<file path="src/core/adc_evt_pkg.sv">
// Purpose: shared constants and types for the converter event and interrupt control block
// Assumes: one 50 MHz clock, word-aligned AHB-Lite register access
// Notes: printed offsets are register indexes; byte address is four times the index
package adc_evt_pkg;

    // ****************************************
    // register indexes and byte addresses
    // ****************************************
    localparam logic [7:0] IDX_INPUT_CTRL = 8'h10;
    localparam logic [7:0] IDX_EVENT_CONTROL = 8'h14;
    localparam logic [7:0] IDX_IRQ_ENABLE_CLEAR = 8'h16;
    localparam logic [7:0] IDX_IRQ_ENABLE_SET = 8'h17;
    localparam logic [7:0] IDX_IRQ_FLAGS = 8'h18;
    localparam logic [7:0] IDX_STATUS = 8'h19;
    localparam logic [7:0] IDX_RESULT = 8'h1a;
    localparam logic [9:0] ADDR_INPUT_CTRL = {IDX_INPUT_CTRL, 2'b00};
    localparam logic [9:0] ADDR_EVENT_CONTROL = {IDX_EVENT_CONTROL, 2'b00};
    localparam logic [9:0] ADDR_IRQ_ENABLE_CLEAR = {IDX_IRQ_ENABLE_CLEAR, 2'b00};
    localparam logic [9:0] ADDR_IRQ_ENABLE_SET = {IDX_IRQ_ENABLE_SET, 2'b00};
    localparam logic [9:0] ADDR_IRQ_FLAGS = {IDX_IRQ_FLAGS, 2'b00};
    localparam logic [9:0] ADDR_STATUS = {IDX_STATUS, 2'b00};
    localparam logic [9:0] ADDR_RESULT = {IDX_RESULT, 2'b00};

    // ****************************************
    // field positions and reset values
    // ****************************************
    localparam int BIT_START_EVENT_IN = 0;
    localparam int BIT_FLUSH_EVENT_IN = 1;
    localparam int BIT_RESULT_EVENT_OUT = 4;
    localparam int BIT_WINDOW_EVENT_OUT = 5;
    localparam int BIT_RESULT_AVAIL = 0;
    localparam int BIT_OVERRUN = 1;
    localparam int BIT_WINDOW_MATCH = 2;
    localparam int BIT_SYNC_DONE = 3;
    localparam int BIT_SYNC_IN_PROGRESS = 7;
    localparam logic [3:0] RST_IRQ = 4'h0;
    localparam logic [15:0] RST_RESULT = 16'h0000;
    localparam logic [4:0] RST_MUX = 5'h00;

    // ****************************************
    // positive input selector codes
    // ****************************************
    localparam logic [4:0] MUX_LAST_PIN = 5'h13;
    localparam logic [4:0] MUX_TEMP = 5'h18;
    localparam logic [4:0] MUX_BANDGAP = 5'h19;
    localparam logic [4:0] MUX_CORE_QUARTER = 5'h1a;
    localparam logic [4:0] MUX_IO_QUARTER = 5'h1b;
    localparam logic [4:0] MUX_DAC = 5'h1c;

    // ****************************************
    // types
    // ****************************************
    typedef struct packed {
        logic window_event_out_en;
        logic result_event_out_en;
        logic flush_event_in_en;
        logic start_event_in_en;
    } event_control_s;

    typedef struct packed {
        logic pin;
        logic [4:0] pin_index;
        logic temp;
        logic bandgap;
        logic core_supply_quarter;
        logic io_supply_quarter;
        logic dac;
        logic reserved;
    } input_route_s;

endpackage

</file>
<file path="src/core/adc_event_interrupt_ctrl.sv">
// Purpose: event routing, interrupt flags and input selector decode of the converter
// Assumes: converter core signals arrive on clk as one-cycle pulses or levels
// Notes: AHB-Lite slave, zero wait states, always OKAY
//
// The implementer's own choice: the AHB-Lite register port.
`timescale 1ns/1ps

// Operation
// - codes 0x18 temp, 0x1A core, 0x1C dac
// - 0x19 bandgap, 0x1B io, 0x00-0x13 pins
// - window enable gates window match output event
// - result enable gates result ready output event
// - flush enable: event flushes then converts
// - start enable: event starts a conversion
// - enable-clear ones clear enables and requests
// - enable-set ones set; both read enables
// - request when flag and enable both set
// - sync done on busy fall, not enable/reset
// - window flag set cycle after match
// - result read clears window and result flags
// - overrun when result overwritten before read
// - result flag set when result available
// - write one clears flag; reset zero
// - status bit 7 shows sync busy
// - result register holds sixteen bits
module adc_event_interrupt_ctrl
    import adc_evt_pkg::*;
(
    input wire logic clk,
    input wire logic sys_rst,
    input wire logic hsel,
    input wire logic [31:0] haddr,
    input wire logic [1:0] htrans,
    input wire logic hwrite,
    input wire logic [2:0] hsize,
    input wire logic [31:0] hwdata,
    input wire logic hready,
    output logic hreadyout,
    output logic hresp,
    output logic [31:0] hrdata,
    input wire logic event_in,
    output logic start_conversion,
    output logic flush_conversion,
    input wire logic result_valid,
    input wire logic [15:0] result_data,
    input wire logic window_match,
    output logic result_event_out,
    output logic window_event_out,
    input wire logic sync_in_progress,
    input wire logic sync_end_by_enable_or_reset,
    output input_route_s input_route,
    output logic irq
);

    // ****************************************
    // state
    // ****************************************
    logic wr_pend_q;
    logic [9:0] wr_addr_q;
    event_control_s evctl_q;
    logic [3:0] irq_en_q;
    logic [3:0] irq_flags_q;
    logic [4:0] positive_input_select_q;
    logic [15:0] result_q;
    logic result_unread_q;
    logic sync_busy_q;
    logic [3:0] flag_set;
    logic [3:0] flag_clr;
    logic rd_take;
    logic [9:0] rd_addr;
    logic result_read;
    logic wr_flags;
    logic [31:0] rd_value;

    // ****************************************
    // bus slave
    // ****************************************
    // never stalls, so a data phase always ends in one cycle
    assign hreadyout = 1'b1;
    assign hresp = 1'b0;
    assign rd_take = hsel & hready & htrans[1] & ~hwrite;
    assign rd_addr = haddr[9:0];
    assign result_read = rd_take & (rd_addr == ADDR_RESULT);
    assign wr_flags = wr_pend_q & (wr_addr_q == ADDR_IRQ_FLAGS);

    // capture the write address phase; data follows next cycle
    always_ff @(posedge clk or posedge sys_rst) begin
        if (sys_rst) begin
            wr_pend_q <= 1'b0;
            wr_addr_q <= 10'h000;
        end else begin
            wr_pend_q <= hsel & hready & htrans[1] & hwrite;
            wr_addr_q <= haddr[9:0];
        end
    end

    // read mux; unmapped and misaligned words read as zero
    always_comb begin
        rd_value = 32'h0000_0000;
        if (rd_addr == ADDR_INPUT_CTRL) begin
            rd_value[4:0] = positive_input_select_q;
        end else if (rd_addr == ADDR_EVENT_CONTROL) begin
            rd_value[BIT_WINDOW_EVENT_OUT] = evctl_q.window_event_out_en;
            rd_value[BIT_RESULT_EVENT_OUT] = evctl_q.result_event_out_en;
            rd_value[BIT_FLUSH_EVENT_IN] = evctl_q.flush_event_in_en;
            rd_value[BIT_START_EVENT_IN] = evctl_q.start_event_in_en;
        end else if (rd_addr == ADDR_IRQ_ENABLE_CLEAR || rd_addr == ADDR_IRQ_ENABLE_SET) begin
            rd_value[3:0] = irq_en_q;
        end else if (rd_addr == ADDR_IRQ_FLAGS) begin
            rd_value[3:0] = irq_flags_q;
        end else if (rd_addr == ADDR_STATUS) begin
            rd_value[BIT_SYNC_IN_PROGRESS] = sync_busy_q;
        end else if (rd_addr == ADDR_RESULT) begin
            rd_value[15:0] = result_q;
        end
    end

    // read data registered at the address phase, shown in the data phase
    always_ff @(posedge clk or posedge sys_rst) begin
        if (sys_rst) begin
            hrdata <= 32'h0000_0000;
        end else if (rd_take) begin
            hrdata <= rd_value;
        end
    end

    // ****************************************
    // configuration registers
    // ****************************************
    // event control and input selector
    always_ff @(posedge clk or posedge sys_rst) begin
        if (sys_rst) begin
            evctl_q <= '0;
            positive_input_select_q <= RST_MUX;
        end else if (wr_pend_q) begin
            if (wr_addr_q == ADDR_EVENT_CONTROL) begin
                evctl_q.window_event_out_en <= hwdata[BIT_WINDOW_EVENT_OUT];
                evctl_q.result_event_out_en <= hwdata[BIT_RESULT_EVENT_OUT];
                evctl_q.flush_event_in_en <= hwdata[BIT_FLUSH_EVENT_IN];
                evctl_q.start_event_in_en <= hwdata[BIT_START_EVENT_IN];
            end else if (wr_addr_q == ADDR_INPUT_CTRL) begin
                positive_input_select_q <= hwdata[4:0];
            end
        end
    end

    // interrupt enables: clear is checked first; a word hits only one of the two
    always_ff @(posedge clk or posedge sys_rst) begin
        if (sys_rst) begin
            irq_en_q <= RST_IRQ;
        end else if (wr_pend_q) begin
            if (wr_addr_q == ADDR_IRQ_ENABLE_CLEAR) begin
                irq_en_q <= irq_en_q & ~hwdata[3:0];
            end else if (wr_addr_q == ADDR_IRQ_ENABLE_SET) begin
                irq_en_q <= irq_en_q | hwdata[3:0];
            end
        end
    end

    // ****************************************
    // result register and flags
    // ****************************************
    // result capture; read marks it consumed
    always_ff @(posedge clk or posedge sys_rst) begin
        if (sys_rst) begin
            result_q <= RST_RESULT;
            result_unread_q <= 1'b0;
        end else begin
            if (result_valid) begin
                result_q <= result_data;
                result_unread_q <= 1'b1;
            end else if (result_read) begin
                result_unread_q <= 1'b0;
            end
        end
    end

    // sync busy tracker for edge detection
    always_ff @(posedge clk or posedge sys_rst) begin
        if (sys_rst) begin
            sync_busy_q <= 1'b0;
        end else begin
            sync_busy_q <= sync_in_progress;
        end
    end

    // flag sources; a set in the same cycle as a clear is kept
    always_comb begin
        flag_set = 4'h0;
        flag_clr = 4'h0;
        flag_set[BIT_SYNC_DONE] = sync_busy_q & ~sync_in_progress & ~sync_end_by_enable_or_reset;
        flag_set[BIT_WINDOW_MATCH] = window_match;
        flag_set[BIT_OVERRUN] = result_valid & result_unread_q & ~result_read;
        flag_set[BIT_RESULT_AVAIL] = result_valid;
        if (wr_flags) begin
            flag_clr = hwdata[3:0];
        end
        if (result_read) begin
            flag_clr[BIT_WINDOW_MATCH] = 1'b1;
            flag_clr[BIT_RESULT_AVAIL] = 1'b1;
        end
    end

    // sticky flags, write one to clear
    always_ff @(posedge clk or posedge sys_rst) begin
        if (sys_rst) begin
            irq_flags_q <= RST_IRQ;
        end else begin
            irq_flags_q <= (irq_flags_q & ~flag_clr) | flag_set;
        end
    end

    // ****************************************
    // interrupt output
    // ****************************************
    // combinational so an enable clear withdraws the request at once
    assign irq = |(irq_flags_q & irq_en_q);

    // ****************************************
    // events
    // ****************************************
    // one-cycle event pulses, registered
    always_ff @(posedge clk or posedge sys_rst) begin
        if (sys_rst) begin
            start_conversion <= 1'b0;
            flush_conversion <= 1'b0;
            result_event_out <= 1'b0;
            window_event_out <= 1'b0;
        end else begin
            start_conversion <= event_in & evctl_q.start_event_in_en;
            flush_conversion <= event_in & evctl_q.flush_event_in_en;
            result_event_out <= result_valid & evctl_q.result_event_out_en;
            window_event_out <= window_match & evctl_q.window_event_out_en;
        end
    end

    // ****************************************
    // positive input selector decode
    // ****************************************
    // reserved codes route nothing and raise the reserved marker
    always_ff @(posedge clk or posedge sys_rst) begin
        if (sys_rst) begin
            input_route <= '0;
        end else begin
            input_route <= '0;
            input_route.pin_index <= positive_input_select_q;
            if (positive_input_select_q <= MUX_LAST_PIN) begin
                input_route.pin <= 1'b1;
            end else if (positive_input_select_q == MUX_TEMP) begin
                input_route.temp <= 1'b1;
            end else if (positive_input_select_q == MUX_BANDGAP) begin
                input_route.bandgap <= 1'b1;
            end else if (positive_input_select_q == MUX_CORE_QUARTER) begin
                input_route.core_supply_quarter <= 1'b1;
            end else if (positive_input_select_q == MUX_IO_QUARTER) begin
                input_route.io_supply_quarter <= 1'b1;
            end else if (positive_input_select_q == MUX_DAC) begin
                input_route.dac <= 1'b1;
            end else begin
                input_route.reserved <= 1'b1;
            end
        end
    end

endmodule

</file>
<file path="config.mk">
export PLATFORM = sky130hd
export DESIGN_NAME = adc_event_interrupt_ctrl
export DESIGN_NICKNAME = d
export VERILOG_FILES = /design/src/core/adc_evt_pkg.sv /design/src/core/adc_event_interrupt_ctrl.sv
export SDC_FILE = /design/constraint.sdc
export NUM_CORES = 1
export LEC_CHECK = 0
export ABC_AREA = 1
export BUFFER_PORTS_ARGS = -buffer_cell sky130_fd_sc_hd__buf_2
export CAP_MARGIN = 10
export CORE_MARGIN = 2
export CORE_UTILIZATION = 48
export DETAILED_ROUTE_END_ITERATION = 7
export PLACE_DENSITY = 0.85
export SLEW_MARGIN = 30
export SYNTH_ARGS = -nofsm -noshare
export SYNTH_HDL_FRONTEND = slang
export SYNTH_SLANG_ARGS = --single-unit
</file>
<file path="constraint.sdc">
create_clock -name clk -period 2.5 [get_ports clk]
set_clock_uncertainty 0.1 [all_clocks]
set_input_delay 0.125 -clock clk [delete_from_list [all_inputs] [get_ports clk]]
set_output_delay 0.125 -clock clk [all_outputs]
set_load 0.02 [all_outputs]
</file>
==> impl_summary.log <==
INFO  metric fin_cells = 602
INFO  metric fin_crit = 2002 ps
INFO  metric io_count = around 150
INFO  metric post_route_drc_violation_count = 0
INFO  metric syn_area_per_cell = ~9.2 µm²
INFO  metric syn2layout_area_growth = 28.95%
INFO  metric critPathBufInv = 2
INFO  metric worstPathCellList = inv_1 > nand2_1 > nor2_2 > nand4_1 > o21ai_0 > o31ai_1 > dlygate4sd3_1
INFO  metric cp_slowest_stage_delay = 560 ps
INFO  metric floorplan.initialDensity = 48.69%
INFO  metric die_height = about 89 µm
INFO  metric swShare = 26.28%
INFO  metric worst_hold_path_type = primary input to flop
INFO  metric floorplan.die.width = 89.08 µm
INFO  metric postSynthRegisterBits = 78
INFO  metric timing.final.setup_violations = 0
INFO  metric cts-buffers-inserted = 9
INFO  metric kind_of_start_point_of_the_critical_path = flop
INFO  metric maximum_capacitance_violations = 0
INFO  metric clock_insertion_delay_worst_skew = 360 ps
INFO  metric via_count_of_the_first_global_routing_pass = 2796
INFO  metric max-slew-margin-rel = around 60%
INFO  metric gp_congestion = 0.8771
INFO  metric synth_simple_gate_area_share = 23.26%
INFO  metric power_density = roughly 570 mW/mm²
INFO  metric numClockSinks = 78
INFO  metric layout.nets = roughly 600
INFO  metric layout-drive-gt1-share = 23.66%
INFO  metric core-area = 0.007137 mm²
INFO  metric timing_hold_violations_final = 0
INFO  metric diodes = 0
INFO  metric drt_pass1_iterations = 6
INFO  metric global_route_wire_length_before_repair = approximately 13000 µm
INFO  metric tritoncts = done
INFO  metric totalNegativeSetupSlack = 0 ps
INFO  metric numPortBuffers = between 70 and 80
INFO  metric power.static_leakage = 2.419 nW
INFO  metric area_of_combinational_cells_with_multiple_inputs = 0.001185 mm²
INFO  metric area.sequential = between 0.0015 and 0.002 mm²
INFO  metric dominant_combinational_cell_family_by_area_after_synthesis = simple AND/OR/NAND/NOR gates
INFO  metric ctsLongestPathBuffers = 2
INFO  metric dp_worst_setup_slack = 1009 ps
INFO  metric cp.arrival = 2150 ps
INFO  metric fraction_of_synthesized_cell_area_in_xor_and_xnor_cells = 0%
INFO  metric postRouteAntennaNets = 0
INFO  metric initialDrtViolationCount = 201
INFO  metric critical_path.reg2reg.startpoint = wr_addr_q[8]
INFO  metric clock_power_share = between 30% and 40%
INFO  metric crit_path_end_kind = flop
INFO  metric synth_area = 0.003475 mm²
INFO  metric clk_pin_slew = 80 ps
INFO  metric dp.cells = around 550
INFO  metric synth_cell_types = 32
INFO  metric crit_type = flop to flop
INFO  metric crit_path_start = wr_addr_q[8]
INFO  metric totalWireLength = 7767 µm
INFO  metric setup.reg_to_reg.worst_slack = 500 ps
INFO  metric fillCellCount = 580
INFO  metric internal_power = 0.001889 W
INFO  metric via_count = just under 3000
INFO  metric floorplan.die_area = 0.007935 mm²
INFO  metric initial_antenna_violation_count = 0
INFO  metric synthesis.instances = approximately 380
INFO  metric timing_max_transition_violations_final = 0
INFO  metric power_frac_seq = 52.1%
INFO  metric crit_family = buffers and inverters
INFO  metric compound_gate_fraction_of_synth_area = roughly 8.9%
INFO  metric htreeDepth = 3
INFO  metric yosys-mux-area-fraction = 0%
INFO  metric grt_start_max_net_pins = 79
INFO  metric power.total = around 0.0026 W
INFO  metric final.period_utilization = 80.09%
INFO  metric total_switching_power = 0.0006735 W
INFO  metric status = complete, no violations
INFO  metric timing.critical_path.slowest_stage_cell = sky130_fd_sc_hd__dlygate4sd3_1
INFO  metric wl_per_cell = 12.90 µm
INFO  metric synth.yosys.seq_area_share = around 56%
INFO  metric synth_fa_ha_area_share = 0%
INFO  metric hp-start = result_valid
INFO  metric grt_setup_unrepaired = false
INFO  metric finalWorstSetupSlack = 497.8 ps
INFO  metric fmaxAchievable = 0.4995 GHz
INFO  metric cp_data_required_time = 2640 ps
INFO  metric global_route.usage.total = 21.52%
INFO  metric grt_ovf = 0
INFO  metric synth.yosys.warnings = 0
INFO  metric clock-root-buffer = sky130_fd_sc_hd__clkbuf_8
INFO  metric dp.final_hpwl = 5093 µm
INFO  metric ir_worst_vdd = roughly 390 µV
INFO  metric vias_per_cell = 4.801
INFO  metric max_slew.worst_pin.slew = 600.4 ps
INFO  metric critical_path_peak_fanout = 4
INFO  metric comb_power_share = between 10% and 20%
INFO  metric std_cell_rows = 31
[stage by stage]
step           instance area (µm²)  hold WS (ps)  util (%)
6_report                      4481         106.1     62.78
5_1_grt                       4481         144.0     62.78
4_1_cts                       4481         84.54     62.78
3_5_place_dp                  3881         148.3     54.38
3_3_place_gp                  3881         139.0     54.38
2_1_floorplan                 3535         56.43         -
[what timing repair did]
action | CTS | global route
setup buffers | 0 | 0
endpoints found under the hold margin | 124 | 0
hold buffers | 40 | 0
resized for setup | 0 | 0
[path summary, 6_finish.rpt]
path	cells past startpoint	endpoint
max in group asynchronous	4	window_event_out
max reg2reg	7	irq_flags_q[3]
max	7	irq_flags_q[3]
min in group asynchronous	4	result_q[9]
min reg2reg	0	input_route[8]
min	3	result_q[2]
[Yosys cell counts]
cell type | count | share of area (%)
sky130_fd_sc_hd__a21oi_2 | 4 | 1.0
sky130_fd_sc_hd__a311oi_1 | 1 | 0.25
sky130_fd_sc_hd__and3_1 | 1 | 0.18
sky130_fd_sc_hd__buf_2 | 1 | 0.14
sky130_fd_sc_hd__buf_4 | 18 | 3.9
sky130_fd_sc_hd__buf_6 | 1 | 0.32
sky130_fd_sc_hd__clkbuf_1 | 4 | 0.43
sky130_fd_sc_hd__clkbuf_8 | 1 | 0.40
sky130_fd_sc_hd__conb_1 | 2 | 0.22
sky130_fd_sc_hd__dfrtp_1 | 78 | 56
sky130_fd_sc_hd__inv_1 | 57 | 6.2
sky130_fd_sc_hd__inv_2 | 1 | 0.11
sky130_fd_sc_hd__nand2_1 | 83 | 9.0
sky130_fd_sc_hd__nand2_2 | 5 | 0.90
sky130_fd_sc_hd__nand2_4 | 1 | 0.32
sky130_fd_sc_hd__nand3_1 | 24 | 3.5
sky130_fd_sc_hd__nand3_2 | 4 | 1.2
sky130_fd_sc_hd__nand3b_4 | 1 | 0.58
sky130_fd_sc_hd__nand4_1 | 3 | 0.54
sky130_fd_sc_hd__nor2_1 | 23 | 2.5
sky130_fd_sc_hd__nor2_2 | 3 | 0.54
sky130_fd_sc_hd__nor2_4 | 4 | 1.3
sky130_fd_sc_hd__nor2_8 | 1 | 0.58
sky130_fd_sc_hd__nor3_1 | 5 | 0.72
sky130_fd_sc_hd__nor3_4 | 1 | 0.47
sky130_fd_sc_hd__nor4_1 | 1 | 0.18
sky130_fd_sc_hd__nor4_2 | 1 | 0.36
sky130_fd_sc_hd__o211ai_1 | 2 | 0.43
sky130_fd_sc_hd__o21ai_0 | 32 | 4.6
sky130_fd_sc_hd__o21ai_1 | 3 | 0.43
sky130_fd_sc_hd__o31ai_1 | 10 | 2.2
sky130_fd_sc_hd__or2_0 | 3 | 0.54
[routing by layer]
metal  wire length [µm]  global-route usage (%)
met1               3211                   25.97
met2               3884                   36.97
met4                180                   8.005
met5                  0                       0
met3                491                   5.817
[flip-flops by register name, summed over array words and instances, names as in the netlist, named ones only]
name                     count
result_q                    16
result_unread_q              1
positive_input_select_q      5
evctl_q                      4
wr_addr_q                   10
irq_flags_q                  4
wr_pend_q                    1
start_conversion             1
flush_conversion             1
input_route                 12
result_event_out             1
hrdata                      16
window_event_out             1
sync_busy_q                  1
[cell usage in the layout (no fill, tap or decap), drive strengths merged]
cell	count
nand2	89
dfrtp	78
buf	77
inv	59
dlygate4sd3	40
o21ai	35
nor2	31
nand3	28
conb	18
o31ai	10
clkbuf	10
nor3	6
a21oi	4
nand4	3
or2	3
o211ai	2
clkinvlp	2
clkinv	2
nor4	2
and3	1
nand3b	1
a311oi	1
bufinv	1
[cell families (layout without fill, tap and decap cells)]
kind of cell,after synthesis,count (layout)
other,2,18
buffers and inverters,83,191
AND/OR/NAND/NOR,164,164
AO/OA/AOI/OAI,52,52
flip-flops,78,78
[power groups by stage]
stage	clock network (W)	registers, W	logic, W
final	0.000941	0.00133	0.000287
after global routing	0.00101	0.00134	0.000320
after CTS	0.000954	0.00133	0.000285
after detailed placement	0	0.00136	0.000238
after global placement	0	0.00136	0.000231
after floorplan	0	0.00138	0.000152
[worst min-delay path: stages]
cell and delay, ps:
sky130_fd_sc_hd__buf_2 240, sky130_fd_sc_hd__nand2_1 110, sky130_fd_sc_hd__nand2_1 40
[layout make-up]
type,count,area share (%)
Multi-Input combinational cell,234,26.45
Timing Repair Buffer,117,17.93
Clock inverter,6,1.592
Inverter,58,4.859
Tap cell,99,2.765
Clock buffer,10,2.848
Sequential cell,78,43.56
Power figures use the tool's default switching activity.
